==> src/pkg/hsl_pkg.sv <==
package hsl_pkg;

  // clock and timing
  localparam int unsigned CLK_HZ          = 25_000_000;
  localparam int unsigned SELFTEST_SEC    = 10;
  localparam int unsigned SELFTEST_CYC    = SELFTEST_SEC * CLK_HZ;
  localparam int unsigned LONG_HALF_MS    = 500;
  localparam int unsigned SHORT_HALF_MS   = 100;
  localparam int unsigned LONG_HALF_CYC   = LONG_HALF_MS * (CLK_HZ / 1000);
  localparam int unsigned SHORT_HALF_CYC  = SHORT_HALF_MS * (CLK_HZ / 1000);

  // register byte offsets
  localparam logic [7:0] OFS_CTRL   = 8'h00;
  localparam logic [7:0] OFS_STATUS = 8'h04;
  localparam logic [7:0] OFS_IRQ_ST = 8'h08;
  localparam logic [7:0] OFS_IRQ_MK = 8'h0C;
  localparam logic [7:0] OFS_LONG   = 8'h10;
  localparam logic [7:0] OFS_SHORT  = 8'h14;

  // ctrl field positions
  localparam int unsigned CTRL_ACT_LOCK   = 0;
  localparam int unsigned CTRL_DEACT_LOCK = 1;
  localparam int unsigned CTRL_ACT_GRANT  = 2;
  localparam int unsigned CTRL_DEACT_GRANT = 3;
  localparam int unsigned CTRL_OOS        = 4;
  localparam logic [31:0] CTRL_RST        = 32'h0000_0001;

  // irq bit positions
  localparam int unsigned IRQ_ACT_REQ   = 0;
  localparam int unsigned IRQ_DEACT_REQ = 1;
  localparam int unsigned IRQ_HS_EVT    = 2;
  localparam int unsigned IRQ_ST_DONE   = 3;
  localparam int unsigned IRQ_W         = 4;

  typedef enum logic [1:0] {
    LATCH_IN  = 2'b00,
    LATCH_HW  = 2'b01,
    LATCH_OUT = 2'b10
  } hsl_latch_t;

  typedef enum {
    ST_SELFTEST,
    FRU_INACTIVE_STATE,
    ACTIVATION_REQUEST_STATE,
    PAYLOAD_ACTIVE_STATE,
    DEACTIVATION_REQUEST_STATE
  } hsl_state_t;

  typedef struct packed {
    logic blue;
    logic red;
    logic green;
  } hsl_leds_t;

endpackage

==> src/rtl/hsl_blink.sv <==
`timescale 1ns/10ps
module hsl_blink
  import hsl_pkg::*;
#(
  parameter int unsigned CW = 32
) (
  // clock and reset
  input  wire logic          i_mclk,
  input  wire logic          i_nrst,
  // control
  input  wire logic          i_run,
  input  wire logic [CW-1:0] i_half,
  // pattern out
  output logic               o_wave
);
  logic [CW-1:0] cnt_r;
  wire           wrap = (cnt_r >= i_half - 1'b1) || (i_half == '0);

  always_ff @(posedge i_mclk or negedge i_nrst) begin
    if (!i_nrst) begin
      cnt_r  <= '0;
      o_wave <= 1'b0;
    end else if (!i_run) begin
      cnt_r  <= '0;
      o_wave <= 1'b0;
    end else if (wrap) begin
      cnt_r  <= '0;
      o_wave <= ~o_wave;
    end else begin
      cnt_r  <= cnt_r + 1'b1;
    end
  end
endmodule

==> src/rtl/hsl_apb_regs.sv <==
`timescale 1ns/10ps
module hsl_apb_regs
  import hsl_pkg::*;
#(
  parameter int unsigned AW = 8
) (
  // clock and reset
  input  wire logic              i_mclk,
  input  wire logic              i_nrst,
  // apb
  input  wire logic              i_psel,
  input  wire logic              i_penable,
  input  wire logic              i_pwrite,
  input  wire logic [AW-1:0]     i_paddr,
  input  wire logic [31:0]       i_pwdata,
  output logic [31:0]            o_prdata,
  output logic                   o_pslverr,
  // block side
  input  wire logic [31:0]       i_status,
  input  wire logic [IRQ_W-1:0]  i_evt,
  output logic [31:0]            o_ctrl,
  output logic [31:0]            o_long,
  output logic [31:0]            o_short,
  output logic                   o_irq
);
  logic [IRQ_W-1:0] ist_r;
  logic [IRQ_W-1:0] imk_r;

  wire acc     = i_psel && i_penable;
  wire wr      = acc && i_pwrite;
  wire hit_ct  = (i_paddr == OFS_CTRL);
  wire hit_st  = (i_paddr == OFS_STATUS);
  wire hit_is  = (i_paddr == OFS_IRQ_ST);
  wire hit_im  = (i_paddr == OFS_IRQ_MK);
  wire hit_lg  = (i_paddr == OFS_LONG);
  wire hit_sh  = (i_paddr == OFS_SHORT);
  wire mapped  = hit_ct | hit_st | hit_is | hit_im | hit_lg | hit_sh;
  wire [IRQ_W-1:0] w1c = (wr && hit_is) ? i_pwdata[IRQ_W-1:0] : '0;
  wire [31:0] rd =
    hit_ct ? o_ctrl :
    hit_st ? i_status :
    hit_is ? {{(32-IRQ_W){1'b0}}, ist_r} :
    hit_im ? {{(32-IRQ_W){1'b0}}, imk_r} :
    hit_lg ? o_long :
    hit_sh ? o_short : 32'h0000_0000;

  // grant bits self-clear, so software pulses them
  always_ff @(posedge i_mclk or negedge i_nrst) begin
    if (!i_nrst) begin
      o_ctrl  <= CTRL_RST;
      o_long  <= LONG_HALF_CYC;
      o_short <= SHORT_HALF_CYC;
      imk_r   <= '0;
    end else begin
      o_ctrl[CTRL_ACT_GRANT]   <= 1'b0;
      o_ctrl[CTRL_DEACT_GRANT] <= 1'b0;
      if (wr && hit_ct) o_ctrl <= i_pwdata;
      if (wr && hit_lg) o_long <= i_pwdata;
      if (wr && hit_sh) o_short <= i_pwdata;
      if (wr && hit_im) imk_r <= i_pwdata[IRQ_W-1:0];
    end
  end

  // set wins over write-one-clear
  always_ff @(posedge i_mclk or negedge i_nrst) begin
    if (!i_nrst) begin
      ist_r     <= '0;
      o_irq     <= 1'b0;
      o_prdata  <= 32'h0000_0000;
      o_pslverr <= 1'b0;
    end else begin
      ist_r     <= (ist_r & ~w1c) | i_evt;
      o_irq     <= |(((ist_r & ~w1c) | i_evt) & imk_r);
      o_prdata  <= (i_psel && !i_penable && !i_pwrite) ? rd : o_prdata;
      o_pslverr <= i_psel && !i_penable && !mapped;
    end
  end
endmodule

==> src/rtl/hsl_sequencer.sv <==
// The register offsets and register access over APB were decided locally.
`timescale 1ns/10ps
// What this block does
// - solid blue when safe to extract
// - blue dark while card is operational
// - long blink activating, short blink deactivating
// - red on while out of service
// - green on when running, off without payload
// - stay inactive while latch open or locked
// - latch closed and unlocked requests activation
// - activation grant enables payload, blue off
// - latch open or unlock requests deactivation
// - latch in reports no hot-swap state
// - half-way latch raises hot-swap event
// - ten second self-test, ten second blink if passed, then solid
module hsl_sequencer
  import hsl_pkg::*;
#(
  parameter int unsigned SELFTEST_CYCLES = SELFTEST_CYC
) (
  // clock and reset
  input  wire logic              i_mclk,
  input  wire logic              i_nrst,
  // apb slave
  input  wire logic              i_psel,
  input  wire logic              i_penable,
  input  wire logic              i_pwrite,
  input  wire logic [7:0]        i_paddr,
  input  wire logic [31:0]       i_pwdata,
  output logic [31:0]            o_prdata,
  output logic                   o_pready,
  output logic                   o_pslverr,
  // card inputs
  input  wire logic [1:0]        i_latch,
  input  wire logic              i_payload_pwr,
  input  wire logic              i_payload_booted,
  input  wire logic              i_selftest_ok,
  // card outputs
  output hsl_leds_t              o_leds,
  output logic                   o_payload_en,
  output logic                   o_hot_swap,
  output logic                   o_irq
);
  hsl_state_t    st_r;
  hsl_state_t    st_nxt;
  logic [31:0]   tmr_r;
  logic [1:0]    latch_r;
  logic          st_done_r;
  logic          st_pass_r;
  logic [31:0]   ctrl;
  logic [31:0]   long_half;
  logic [31:0]   short_half;
  logic          wave_long;
  logic          wave_short;
  logic [IRQ_W-1:0] evt;
  hsl_leds_t     leds_nxt;

  wire act_lock   = ctrl[CTRL_ACT_LOCK];
  wire deact_lock = ctrl[CTRL_DEACT_LOCK];
  wire act_gnt    = ctrl[CTRL_ACT_GRANT];
  wire deact_gnt  = ctrl[CTRL_DEACT_GRANT];
  wire latch_in   = (i_latch == LATCH_IN);
  wire to_hw      = (i_latch == LATCH_HW) && (latch_r != LATCH_HW);
  wire st_end     = (tmr_r >= SELFTEST_CYCLES - 1);
  wire in_act_req = (st_r == ACTIVATION_REQUEST_STATE);
  wire in_dea_req = (st_r == DEACTIVATION_REQUEST_STATE);
  wire in_active  = (st_r == PAYLOAD_ACTIVE_STATE);
  wire in_service = in_active && i_payload_pwr && !ctrl[CTRL_OOS];
  wire [31:0] status = {26'h000_0000, st_pass_r, o_payload_en, o_hot_swap,
                        i_latch, i_payload_pwr};

  hsl_apb_regs #(
    .AW (8)
  ) u_regs (
    .i_mclk    (i_mclk),
    .i_nrst    (i_nrst),
    .i_psel    (i_psel),
    .i_penable (i_penable),
    .i_pwrite  (i_pwrite),
    .i_paddr   (i_paddr),
    .i_pwdata  (i_pwdata),
    .o_prdata  (o_prdata),
    .o_pslverr (o_pslverr),
    .i_status  (status),
    .i_evt     (evt),
    .o_ctrl    (ctrl),
    .o_long    (long_half),
    .o_short   (short_half),
    .o_irq     (o_irq)
  );

  hsl_blink #(
    .CW (32)
  ) u_long (
    .i_mclk (i_mclk),
    .i_nrst (i_nrst),
    .i_run  (in_act_req || (st_r == ST_SELFTEST && st_pass_r)),
    .i_half (long_half),
    .o_wave (wave_long)
  );

  hsl_blink #(
    .CW (32)
  ) u_short (
    .i_mclk (i_mclk),
    .i_nrst (i_nrst),
    .i_run  (in_dea_req),
    .i_half (short_half),
    .o_wave (wave_short)
  );

  always_comb begin
    st_nxt = st_r;
    unique case (st_r)
      ST_SELFTEST: begin
        if (st_done_r) st_nxt = FRU_INACTIVE_STATE;
      end
      FRU_INACTIVE_STATE: begin
        if (latch_in && !act_lock) st_nxt = ACTIVATION_REQUEST_STATE;
      end
      ACTIVATION_REQUEST_STATE: begin
        if (!latch_in || act_lock) st_nxt = FRU_INACTIVE_STATE;
        else if (act_gnt) st_nxt = PAYLOAD_ACTIVE_STATE;
      end
      PAYLOAD_ACTIVE_STATE: begin
        if (!latch_in || !deact_lock) st_nxt = DEACTIVATION_REQUEST_STATE;
      end
      DEACTIVATION_REQUEST_STATE: begin
        if (deact_gnt) st_nxt = FRU_INACTIVE_STATE;
      end
    endcase
  end

  always_comb begin
    leds_nxt = '0;
    unique case (st_r)
      ST_SELFTEST:                leds_nxt.blue = st_pass_r ? wave_long : 1'b1;
      FRU_INACTIVE_STATE:         leds_nxt.blue = 1'b1;
      ACTIVATION_REQUEST_STATE:   leds_nxt.blue = ~wave_long;
      PAYLOAD_ACTIVE_STATE:       leds_nxt.blue = 1'b0;
      DEACTIVATION_REQUEST_STATE: leds_nxt.blue = wave_short;
    endcase
    leds_nxt.red   = ctrl[CTRL_OOS] || !i_payload_pwr || !in_active;
    // green only when booted with power
    leds_nxt.green = i_payload_pwr && i_payload_booted && in_active;
  end

  assign evt[IRQ_HS_EVT]    = to_hw;
  assign evt[IRQ_ACT_REQ]   = (st_nxt == ACTIVATION_REQUEST_STATE) && !in_act_req;
  assign evt[IRQ_DEACT_REQ] = (st_nxt == DEACTIVATION_REQUEST_STATE) && !in_dea_req;
  assign evt[IRQ_ST_DONE]   = (st_r == ST_SELFTEST) && st_end && !st_done_r;

  always_ff @(posedge i_mclk or negedge i_nrst) begin
    if (!i_nrst) begin
      tmr_r     <= 32'h0000_0000;
      st_done_r <= 1'b0;
      st_pass_r <= 1'b0;
    end else if (st_r == ST_SELFTEST && !st_done_r) begin
      tmr_r <= tmr_r + 1'b1;
      if (st_end) begin
        if (st_pass_r || !i_selftest_ok) st_done_r <= 1'b1;
        st_pass_r <= i_selftest_ok;
        tmr_r     <= 32'h0000_0000;
      end
    end
  end

  always_ff @(posedge i_mclk or negedge i_nrst) begin
    if (!i_nrst) begin
      st_r         <= ST_SELFTEST;
      latch_r      <= LATCH_OUT;
      o_leds       <= '{blue: 1'b1, red: 1'b1, green: 1'b0};
      o_payload_en <= 1'b0;
      o_hot_swap   <= 1'b1;
      o_pready     <= 1'b0;
    end else begin
      st_r         <= st_nxt;
      latch_r      <= i_latch;
      o_leds       <= leds_nxt;
      o_payload_en <= (st_nxt == PAYLOAD_ACTIVE_STATE);
      o_hot_swap   <= !latch_in;
      o_pready     <= i_psel && !i_penable;
    end
  end

  chk_payload_only_active: assert property (
    @(posedge i_mclk) disable iff (!i_nrst)
    o_payload_en |-> st_r == PAYLOAD_ACTIVE_STATE)
    else $error("payload enabled outside active");

  chk_blue_dark_active: assert property (
    @(posedge i_mclk) disable iff (!i_nrst)
    st_r == PAYLOAD_ACTIVE_STATE ##1 st_r == PAYLOAD_ACTIVE_STATE |-> !o_leds.blue)
    else $error("blue lit while active");

  chk_blue_solid_idle: assert property (
    @(posedge i_mclk) disable iff (!i_nrst)
    $past(st_r) == FRU_INACTIVE_STATE |-> o_leds.blue)
    else $error("blue not solid when inactive");

  chk_green_no_power: assert property (
    @(posedge i_mclk) disable iff (!i_nrst)
    !$past(i_payload_pwr) |-> !o_leds.green)
    else $error("green on without payload power");

  chk_red_oos: assert property (
    @(posedge i_mclk) disable iff (!i_nrst)
    $past(ctrl[CTRL_OOS]) |-> o_leds.red)
    else $error("red off while out of service");

  chk_act_request: assert property (
    @(posedge i_mclk) disable iff (!i_nrst)
    st_r == FRU_INACTIVE_STATE && latch_in && !act_lock
      |=> st_r == ACTIVATION_REQUEST_STATE)
    else $error("no activation request");

  chk_stay_inactive: assert property (
    @(posedge i_mclk) disable iff (!i_nrst)
    st_r == FRU_INACTIVE_STATE && act_lock |=> st_r == FRU_INACTIVE_STATE)
    else $error("left inactive while locked");

  chk_grant_active: assert property (
    @(posedge i_mclk) disable iff (!i_nrst)
    in_act_req && latch_in && !act_lock && act_gnt |=> in_active ##1 o_payload_en)
    else $error("grant did not activate payload");

  chk_deact_req: assert property (
    @(posedge i_mclk) disable iff (!i_nrst)
    in_active && !latch_in |=> in_dea_req)
    else $error("latch open did not request deactivation");

  chk_hs_event: assert property (
    @(posedge i_mclk) disable iff (!i_nrst)
    to_hw |=> u_regs.ist_r[IRQ_HS_EVT])
    else $error("half-way event not latched");

  chk_hs_flag: assert property (
    @(posedge i_mclk) disable iff (!i_nrst)
    latch_in |=> !o_hot_swap)
    else $error("hot-swap flag with latch in");

  chk_long_parked: assert property (
    @(posedge i_mclk) disable iff (!i_nrst)
    !in_act_req && st_r != ST_SELFTEST |=> !wave_long)
    else $error("long blink running outside its states");

  chk_short_parked: assert property (
    @(posedge i_mclk) disable iff (!i_nrst)
    !in_dea_req |=> !wave_short)
    else $error("short blink running outside deactivation request");

  chk_deact_exit: assert property (
    @(posedge i_mclk) disable iff (!i_nrst)
    in_dea_req && deact_gnt |=> st_r == FRU_INACTIVE_STATE && !o_payload_en)
    else $error("deactivation grant did not end in inactive");

  chk_stay_unlatched: assert property (
    @(posedge i_mclk) disable iff (!i_nrst)
    st_r == FRU_INACTIVE_STATE && !latch_in |=> st_r == FRU_INACTIVE_STATE)
    else $error("left inactive with latch open");

  chk_selftest_hold: assert property (
    @(posedge i_mclk) disable iff (!i_nrst)
    st_r == ST_SELFTEST && !st_done_r |=> st_r == ST_SELFTEST)
    else $error("self-test left before it finished");

  chk_selftest_span: assert property (
    @(posedge i_mclk) disable iff (!i_nrst)
    st_r == ST_SELFTEST && !st_done_r && tmr_r < SELFTEST_CYCLES - 1 |=> !st_done_r)
    else $error("self-test ended early");

  chk_blue_solid_test: assert property (
    @(posedge i_mclk) disable iff (!i_nrst)
    st_r == ST_SELFTEST && !st_pass_r |=> o_leds.blue)
    else $error("blue not solid during self-test");

  chk_selftest_exit: assert property (
    @(posedge i_mclk) disable iff (!i_nrst)
    st_r == ST_SELFTEST && st_done_r |=> st_r == FRU_INACTIVE_STATE)
    else $error("self-test did not hand over to inactive");

  chk_act_from_solid: assert property (
    @(posedge i_mclk) disable iff (!i_nrst)
    $rose(in_act_req) |=> o_leds.blue)
    else $error("activation blink did not start from solid");

  chk_deact_from_off: assert property (
    @(posedge i_mclk) disable iff (!i_nrst)
    $rose(in_dea_req) |=> !o_leds.blue)
    else $error("deactivation blink did not start from off");

  chk_green_active_only: assert property (
    @(posedge i_mclk) disable iff (!i_nrst)
    o_leds.green |-> $past(in_active))
    else $error("green lit outside active");

  chk_red_not_active: assert property (
    @(posedge i_mclk) disable iff (!i_nrst)
    !$past(in_active) |-> o_leds.red)
    else $error("red off while out of service");

  chk_red_in_service: assert property (
    @(posedge i_mclk) disable iff (!i_nrst)
    $past(in_service) |-> !o_leds.red)
    else $error("red lit while in service");

  chk_green_booted: assert property (
    @(posedge i_mclk) disable iff (!i_nrst)
    $past(in_active) && $past(i_payload_pwr) && $past(i_payload_booted) |-> o_leds.green)
    else $error("green dark while booted and active");

  chk_hs_raised: assert property (
    @(posedge i_mclk) disable iff (!i_nrst)
    !latch_in |=> o_hot_swap)
    else $error("hot-swap flag low with latch out");

  chk_act_req_irq: assert property (
    @(posedge i_mclk) disable iff (!i_nrst)
    $rose(in_act_req) |-> u_regs.ist_r[IRQ_ACT_REQ])
    else $error("activation request not flagged");

  chk_deact_req_irq: assert property (
    @(posedge i_mclk) disable iff (!i_nrst)
    $rose(in_dea_req) |-> u_regs.ist_r[IRQ_DEACT_REQ])
    else $error("deactivation request not flagged");

  chk_active_hold: assert property (
    @(posedge i_mclk) disable iff (!i_nrst)
    in_active && latch_in && deact_lock |=> in_active)
    else $error("left active without cause");

  chk_deact_wait: assert property (
    @(posedge i_mclk) disable iff (!i_nrst)
    in_dea_req && !deact_gnt |=> in_dea_req)
    else $error("left deactivation request without grant");
endmodule

==> config.mk <==
export PLATFORM = sky130hd
export DESIGN_NAME = hsl_sequencer
export DESIGN_NICKNAME = d
export VERILOG_FILES = /design/src/pkg/hsl_pkg.sv /design/src/rtl/hsl_blink.sv /design/src/rtl/hsl_apb_regs.sv /design/src/rtl/hsl_sequencer.sv
export SDC_FILE = /design/constraint.sdc
export NUM_CORES = 1
export LEC_CHECK = 0
export BUFFER_PORTS_ARGS = -buffer_cell sky130_fd_sc_hd__buf_2
export CAP_MARGIN = 40
export CORE_MARGIN = 8
export CORE_UTILIZATION = 43
export CTS_CLUSTER_SIZE = 8
export DETAILED_ROUTE_END_ITERATION = 10
export GPL_ROUTABILITY_DRIVEN = 1
export HOLD_SLACK_MARGIN = 0.15
export MAX_ROUTING_LAYER = met4
export PLACE_DENSITY = 0.64
export SLEW_MARGIN = 25
export SYNTH_ARGS = -nofsm -noshare
export SYNTH_HDL_FRONTEND = slang
export SYNTH_SLANG_ARGS = --single-unit
==> constraint.sdc <==
create_clock -name i_mclk -period 5.4 [get_ports i_mclk]
set_clock_uncertainty 0.05 [all_clocks]
set_input_delay 0.54 -clock i_mclk [delete_from_list [all_inputs] [get_ports i_mclk]]
set_output_delay 0.54 -clock i_mclk [all_outputs]
set_load 0.005 [all_outputs]
==> Yosys cells after proc, flatten, opt, wreduce, memory -nomap -nowiden <==
Cells that the tools add are included.
{ "op_classes": {"n_addsub": 5, "magnitude_cmp": 3, "eq_ne": 19, "muxes": 26, "bitwise": 11, "n_reduce_logical": 49} }
{ "op_table": {"columns": ["op", "count"], "rows": [
  ["$mux W32", 17],
  ["$eq A32 B3 Y1 const B", 5],
  ["$pmux W32 S5", 1],
  ["$logic_not A32 Y1", 4],
  ["$add A32 B1 Y32 const B", 3],
  ["$eq A32 B2 Y1 const B", 2],
  ["$eq A32 B4 Y1 const B", 2],
  ["$ge A32 B32 Y1", 2],
  ["$sub A32 B1 Y32 const B", 2],
  ["$eq A32 B1 Y1 const B", 1],
  ["$ge A32 B28 Y1 const B", 1],
  ["$logic_and A1 B1 Y1", 20],
  ["$eq A8 B4 Y1 const B", 2],
  ["$eq A8 B5 Y1 const B", 2],
  ["$logic_not A1 Y1", 12],
  ["$and A4 B4 Y4", 2],
  ["$eq A8 B3 Y1 const B", 1],
  ["$logic_not A8 Y1", 1],
  ["$logic_or A1 B1 Y1", 8],
  ["$mux W4", 2],
  ["$mux W1", 5],
  ["$or A1 B1 Y1", 5],
  ["$pmux W1 S5", 1],
  ["$ne A2 B2 Y1 const B", 2],
  ["9 further kinds", 10]
]} }
{ "word_totals": {"reg_bits": 278, "input_bits": 50, "wordCells": 137} }

==> Depth between registers and ports, before layout <==
Gate-level depths: netlist of the first run.
{ "depth": {"depth_word": 10, "ltp_mapped": 17} }

==> By module <==
A second synthesis of the first run with hierarchy kept.
{ "unflattened": {"cells_unflattened": 1600, "hier_area_um2": 15876.5} }
{ "by_module_without_submodules": {"columns": ["module", "n_inst", "cells_per_inst", "area_each_um2"], "rows": [
  ["hsl_apb_regs", 1, 539, 6402.4],
  ["hsl_sequencer", 1, 417, 3791.1],
  ["hsl_blink (u_long)", 1, 323, 2851.5],
  ["hsl_blink (u_short)", 1, 321, 2831.5]
]} }

==> Worst setup path after synthesis of the first run <==
No wires, ideal clock.
{ "synth_path": {"path_kind": "reg-to-reg", "startpoint": "reg u_regs.o_short[9]", "endpoint": "reg u_short.o_wave", "setup_ns": 0.125, "arrival_time_ns": 3.827, "required_ns": 5.225, "slack_ns": 1.398, "path_stages_with_launch": 16, "n_path_buf": 0, "period_less_slack_ns": 4.002, "cell_sequence": "dfrtp_1 or3_1 nor3_1 nand2b_1 nor3_1 nand2_1 nor4_1 xnor2_1 ha_1 a2111oi_0 o21ai_0 a31o_2 a21oi_1 o31ai_1 a2111o_1 mux2_2"} }
{ "synth_via": {"elab_chain_cells": 4} }
{ "synth_lines": {"columns": ["element", "line_no", "text"], "rows": [
  ["from (decl)", "hsl_apb_regs.sv:23", "output logic [31:0] o_short,"],
  ["from (signal assigned)", "hsl_apb_regs.sv:59", "if (wr && hit_sh) o_short <= i_pwdata;"],
  ["$sub A32 B1 Y32", "hsl_blink.sv:17", "wire wrap = (cnt_r >= i_half - 1'b1) || (i_half == '0);"],
  ["$ge A32 B32 Y1", "hsl_blink.sv:17", null],
  ["$logic_or A1 B1 Y1 *", "hsl_blink.sv:17", null],
  ["$ne A2 B2 Y1 (no source line) *", null, null],
  ["to (signal assigned)", "hsl_blink.sv:28", "o_wave <= ~o_wave;"],
  ["to (decl)", "hsl_blink.sv:14", "output logic o_wave"]
]} }
Every way passes the cells marked *; elsewhere a longest branch is shown, timed or not.
A chain may end at the register's enable or synchronous reset.

==> Worst setup path after layout of the first run <==
{ "layout_path": {"startpoint": "reg u_regs.o_short[9]", "endpoint": "reg u_short.cnt_r[8]"} }
{ "layout_via": {"elab_chain_cells": 5} }
{ "layout_lines": {"columns": ["element", "line_no", "text"], "rows": [
  ["$sub A32 B1 Y32", "hsl_blink.sv:17", null],
  ["$ge A32 B32 Y1", "hsl_blink.sv:17", null],
  ["$logic_or A1 B1 Y1 *", "hsl_blink.sv:17", null],
  ["$mux W32 *", "hsl_blink.sv:26", "end else if (wrap) begin"],
  ["$mux W32 *", "hsl_blink.sv:23", "end else if (!i_run) begin"],
  ["to (signal assigned)", "hsl_blink.sv:30", "cnt_r <= cnt_r + 1'b1;"],
  ["to (decl)", "hsl_blink.sv:16", "logic [CW-1:0] cnt_r;"]
]} }
Marks and branches as above.

==> flow_summary.ini, run 1 <==
[sta]
post-route-period-util_pct = 88.9
slew_headroom_pct = 46.2
finalCriticalPeriod_ps = 4800
rsz0062_at_grt = false
worst_slew_pin_slew_ps = 808
setup_tns_ps = 0
drv_slew = 0
hold_violations = 0
fmax_mhz = 208
setup_violations = 0

[power]
clkPwrFrac_pct = 47.4
combPwrFrac_pct = 7.8
ir_worst_vdd_mv = 0.205
switching_share_pct = 23.7
p_per_area_mw_per_mm2 = 290
leakagePower_nw = 7.87
seqPwrFrac_pct = 44.8
p_int_mw = 3.71
switching_power_mw = 1.16

[drt]
drc = 0
wire_per_inst_um = 18.2
via_per_inst = 5.51
drt_iter0_markers = 580
drt-total-wl_um = 35700
drtPass1Iterations = 6
ant_nets = 0
vias = 10800

[yosys]
yosysWarnings = 0
synth_top_area_share_pct = 43.2
yosys_register_bits = 278
synth_flop_cell = dfrtp_1
synth_compound_area_share_pct = 8.06
synth.area.top_cells = dfrtp_1, mux2_2, ha_1, nor2_1, dfstp_2
synth_top_family_by_area = simple AND/OR/NAND/NOR gates
synth-adder-area-share_pct = 6.07
ys_types = 66
synthArstFlopShare_pct = 100
yosys-mux-area-fraction_pct = 10.0
syn_nets = 1513
yosysSeqAreaShare_pct = 47.7
synth_xor_area_share_pct = 8.19
synth-edff-count = 0
yosys.area_share.simple_pct = 18.0
syn_area_mm2 = 0.0146
avgSynthCellArea_um2 = 10.5
syn-instance-count = 1392
yosysTopAreaCell = dfrtp_1

[floorplan]
placeableCoreArea_mm2 = 0.0335
io_pins = 90
rows = 67
die_h_um = 201
start_util_pct = 43.7
die_w_um = 201
die_area_mm2 = 0.0402

[clock_network]
ctsLongestPathBuffers = 3
clkTransAtPathRegs_ps = 50
cts_buffers = 41
cts.sinks = 278
root_buffer = clkbuf_16
cts_tree = built
insertion_delay_ps = 530
htreeDepth = 2
cts_setup_buffers = 0

[cells_and_area]
area.growth.synth_to_final_pct = 14.8
stdcell_count = 1964
drive_above_1_share_pct = 21.3
layout_common_cells = dfrtp_1, nor2_1, mux2_2, buf_2, nand2_1
final_cell_area_mm2 = 0.0168
final_nets = 1616
layout_commonest_cell = dfrtp_1
post-route-util_pct = 50.2

[critical_path]
crit_fanout = 17
startpoint = u_regs.o_short[9]
cp_slowest_cell = a2111o_1
cp.arrival_ps = 5190
reg2reg_from = u_regs.o_short[9]
crit_path_cell_trace = or3_1 -> nor3_1 -> nand2b_1 -> nor3_1 -> nand2_1 -> nor4_1 -> xnor2_1 -> ha_1 -> a2111oi_0 -> o21ai_0 -> a31o_2 -> a21oi_1 -> o31ai_1 -> a2111o_1 -> buf_4 -> nor2_1
crit_type = flop to flop
worst-path-buf-inv = 1
cpLargestDelayFamily = simple AND/OR/NAND/NOR gates
crit_path_end_kind = flop
cpPeakStageDelay_ps = 670
required_ps = 5790
cp_common_cell = nor3_1
start_kind = flop

[min_path]
hold_start = i_payload_pwr
hold_class = input pin to flop

[place]
place_congestion = 0.894
dpl-instance-area_mm2 = 0.0156
dpl.hpwl_um = 25400
port_buffers = 89
dpl.cell_count = 1895

[global_route]
grt_max_degree = 149
grt_pass1_vias = 11000
grt_pass1_wl_um = 58800
grtUsageTotal_pct = 18.0
grt_overflow = 0
antenna_found_initial = 2

[run_status]
status = finished clean

[job]
cap_violations = 0
-- per-stage QoR --
stage,setup WS [ps],power (mW),hold WS (ps)
after floorplan,1400,2.41,194
after global placement,878,2.58,424
after detailed placement,689,2.59,436
after CTS,654,4.93,200
after global routing,64.1,5.07,219
final,601,4.87,219
-- path summary, 6_finish.rpt --
path / to / slack (ps) / cells past startpoint
setup / recovery: u_short.cnt_r[8] / 600 / 16
hold / removal: o_leds[1] / 220 / 2
setup reg to reg: u_short.cnt_r[8] / 600 / 16
hold reg to reg: st_r[26] / 450 / 1
max in group asynchronous: st_r[26] / 3560 / 3
min in group asynchronous: u_regs.o_long[25] / 520 / 2
-- repair_timing --
action                                  CTS  global route
resized for setup                         0             0
hold endpoints to repair                 68             0
endpoints found under the setup margin    0             0
hold buffers                              3             0
-- flip-flops by register name, summed over array words and instances (netlist names) --
name,cells
u_regs.o_long,32
st_pass_r,1
u_regs.o_prdata,32
o_hot_swap,1
o_leds,3
u_short.cnt_r,32
o_pready,1
u_regs.o_ctrl,32
u_long.cnt_r,32
u_regs.ist_r,4
st_done_r,1
u_regs.o_irq,1
u_regs.imk_r,4
o_payload_en,1
u_regs.o_pslverr,1
u_regs.o_short,32
u_short.o_wave,1
latch_r,2
tmr_r,32
u_long.o_wave,1
st_r,32
-- power groups by stage --
stage / clock network, mW / logic, mW / registers (mW)
after floorplan: 0 / 0.203 / 2.21
after global placement: 0 / 0.369 / 2.21
after detailed placement: 0 / 0.378 / 2.21
after CTS: 2.37 / 0.382 / 2.18
after global routing: 2.46 / 0.430 / 2.19
final: 2.31 / 0.381 / 2.18
-- cell families after synthesis --
family,count (synthesis)
and+or+nand+nor,526
xor gates and xnor gates,137
buffers and inverters,66
adders and majority gates,71
AOI/OAI and AO/OA,184
muxes,130
DFF,278
-- area by class of cell --
class / count / area (um^2)
Fill cell: 3036 / 16700
Multi-Input combinational cell: 1048 / 7400
Sequential cell: 278 / 6990
Clock buffer: 60 / 1120
Timing Repair Buffer: 107 / 643
Tap cell: 448 / 561
Inverter: 19 / 71.3
Clock inverter: 3 / 28.8
Antenna cell: 1 / 2.50
-- Yosys cell counts, drive strengths merged, types with 25 or more instances --
library cell	count
xor2	64
and3	28
nor2b	34
o21ai	44
dfrtp	253
nor3	49
nand3	55
dfstp	25
a21oi	52
mux2	130
nor2	182
nand2	77
a22oi	27
ha	71
clkbuf	26
xnor2	73
-- metal layers --
layer,track usage (%),wire length (um),part of all wire [%],vias up
met5,-,0,0,-
met4,4.86,767,2.1,0
met3,2.84,1630,4.6,53
met2,28.7,16600,47,254
met1,23.8,16700,47,5342
li1,-,-,-,5163
Note: power is estimated with default switching activity, not from simulation.
==> inputs of run 2 (changes only) <==
--- a/config.mk
+++ b/config.mk
@@ -7,7 +7,7 @@
 export LEC_CHECK = 0
 export BUFFER_PORTS_ARGS = -buffer_cell sky130_fd_sc_hd__buf_2
 export CAP_MARGIN = 40
-export CORE_MARGIN = 8
+export CORE_MARGIN = 2
 export CORE_UTILIZATION = 43
 export CTS_CLUSTER_SIZE = 8
 export DETAILED_ROUTE_END_ITERATION = 10
@@ -15,6 +15,7 @@
 export HOLD_SLACK_MARGIN = 0.15
 export MAX_ROUTING_LAYER = met4
 export PLACE_DENSITY = 0.64
+export RECOVER_POWER = 50
 export SLEW_MARGIN = 25
 export SYNTH_ARGS = -nofsm -noshare
 export SYNTH_HDL_FRONTEND = slang
==> run 2 against run 1 <==
The flow now finishes with violations (capacitance limit, slew limit). Non-clock buffer count rose by 2. Fmax rose by 7.5%. Worst setup slack improved by 330 ps. Global-route usage rose by 2.9 points. Critical endpoint is now u_short.cnt_r[3].
==> flow_summary.ini, run 2 (same netlist as run 1, synthesis figures left out) <==
[cells_and_area]
layout_common_cells = dfrtp_1, nor2_1, mux2_2, nand2_1, xnor2_1
final.fill_count = 3091
stdcell_count = 1969
area.growth.synth_to_final_pct = 14.3
final_nets = 1617
drive_above_1_share_pct = 19.4
layout_commonest_cell = dfrtp_1
final-seq-area_mm2 = 0.00699
multi_input_area_mm2 = 0.00740

[sta]
worst_slew_pin_slew_ps = 2690
setup_tns_ps = 0
post-route-period-util_pct = 82.7
drv_slew = 175
setup_violations = 0
fmax_mhz = 224
finalCriticalPeriod_ps = 4460
slew_headroom_pct = -79.4
rsz0062_at_grt = false
hold_violations = 0

[power]
combPwrFrac_pct = 7.7
switching_power_mw = 1.17
ir_worst_vdd_mv = 0.223
p_per_area_mw_per_mm2 = 289
seqPwrFrac_pct = 45.1
p_int_mw = 3.67
finalPower_mw = 4.84
clkPwrFrac_pct = 47.2
leakagePower_nw = 7.77
switching_share_pct = 24.2

[drt]
drtPass1Iterations = 5
vias = 10800
wire_per_inst_um = 17.9
via_per_inst = 5.49
drt-total-wl_um = 35300
drc = 0
ant_nets = 0
drt_iter0_markers = 600

[global_route]
grt_busiest_layer = met2
grtUsageTotal_pct = 21.0
grt_util_met3_pct = 3.30
grt_overflow = 0
antenna_found_initial = 1
grt_util_met1_pct = 28.6
grt_pass1_wl_um = 58000
grt_pass1_vias = 10800
grt_max_degree = 108
met2_usage_pct = 32.6

[critical_path]
start_kind = flop
crit_fanout = 32
crit_path_end_kind = flop
required_ps = 5820
rrSetupSlack_ps = 940
crit_type = flop to flop
cp.arrival_ps = 4880

[clock_network]
cts_setup_buffers = 0
clkTransAtPathRegs_ps = 50
cts_buffers = 40
ctsLongestPathBuffers = 3
htreeDepth = 2
root_buffer = clkbuf_16
cts_tree = built
insertion_delay_ps = 540
cts.sinks = 278

[floorplan]
placeableCoreArea_mm2 = 0.0335
rows = 67
io_pins = 90
start_util_pct = 43.7
die_area_mm2 = 0.0356
die_h_um = 189
die_w_um = 189

[min_path]
hold_class = input pin to flop

[place]
dpl.cell_count = 1896
port_buffers = 89
dpl.hpwl_um = 25000
place_congestion = 0.826

[run_status]
status = finished with violations
violations = capacitance limit, slew limit

[job]
cap_violations = 3
## run 2: changes by cell type in the layout (fill, tap and decap cells not counted), moves of 2 or more
cell,previous run,this run
clkbuf_1,18,48
clkbuf_2,0,2
buf_2,88,67
buf_4,12,8
clkbuf_16,42,40
## run 2: layout make-up
class | instances | share of cell area (%)
Antenna cell | 1 | 0.0149
Clock buffer | 63 | 6.49
Clock inverter | 3 | 0.269
Inverter | 19 | 0.426
Multi-Input combinational cell | 1048 | 44.2
Sequential cell | 278 | 41.7
Tap cell | 448 | 3.35
Timing Repair Buffer | 109 | 3.49
## run 2: worst paths after layout
check,startpoint,end,cells past startpoint
setup / recovery,u_regs.o_short[9],u_short.cnt_r[3],16
setup reg to reg,u_regs.o_short[9],u_short.cnt_r[3],16
hold / removal,i_selftest_ok,st_pass_r,2
max in group asynchronous,i_nrst,tmr_r[9],4
hold reg to reg,st_r[17],st_r[17],1
min in group asynchronous,i_nrst,u_long.cnt_r[26],2
## run 2: power by group through the flow
stage / combinational, mW / clock, mW / sequential (mW)
5_1_grt: 0.420 / 2.44 / 2.19
6_report: 0.372 / 2.29 / 2.18
3_5_place_dp: 0.378 / 0 / 2.22
3_3_place_gp: 0.368 / 0 / 2.22
4_1_cts: 0.382 / 2.35 / 2.18
2_1_floorplan: 0.203 / 0 / 2.21
## run 2: per-layer routing
layer | share of wire, % | up-vias
met5 | 0 | -
met4 | 2.4 | 0
met3 | 5.2 | 55
met2 | 46 | 242
met1 | 46 | 5328
li1 | - | 5190
## run 2: per-stage QoR
step	worst slack, ps	utilization, %	cell area (um^2)	hold slack, ps
after floorplan	1400	-	14600	194
after global placement	1110	46.5	15600	426
after detailed placement	953	46.5	15600	437
after CTS	934	50.0	16800	176
after global routing	306	49.9	16700	191
final	936	49.9	16700	199
## run 2: worst max-delay path: stages, from the launching register on
cell,delay [ps]
dfrtp_1,420
or3_1,400
nor3_1,210
nand2b_1,100
nor3_1,410
nand2_1,230
nor4_1,260
xnor2_1,180
ha_1,290
a2111oi_0,390
o21ai_0,140
a31o_2,240
a21oi_1,130
o31ai_1,80
a2111o_1,440
buf_4,250
nor2_1,140
## run 2: repair_timing
item	in CTS	in global routing
hold buffers	3	0
gates resized for setup	0	0
endpoints found under the hold margin	101	0
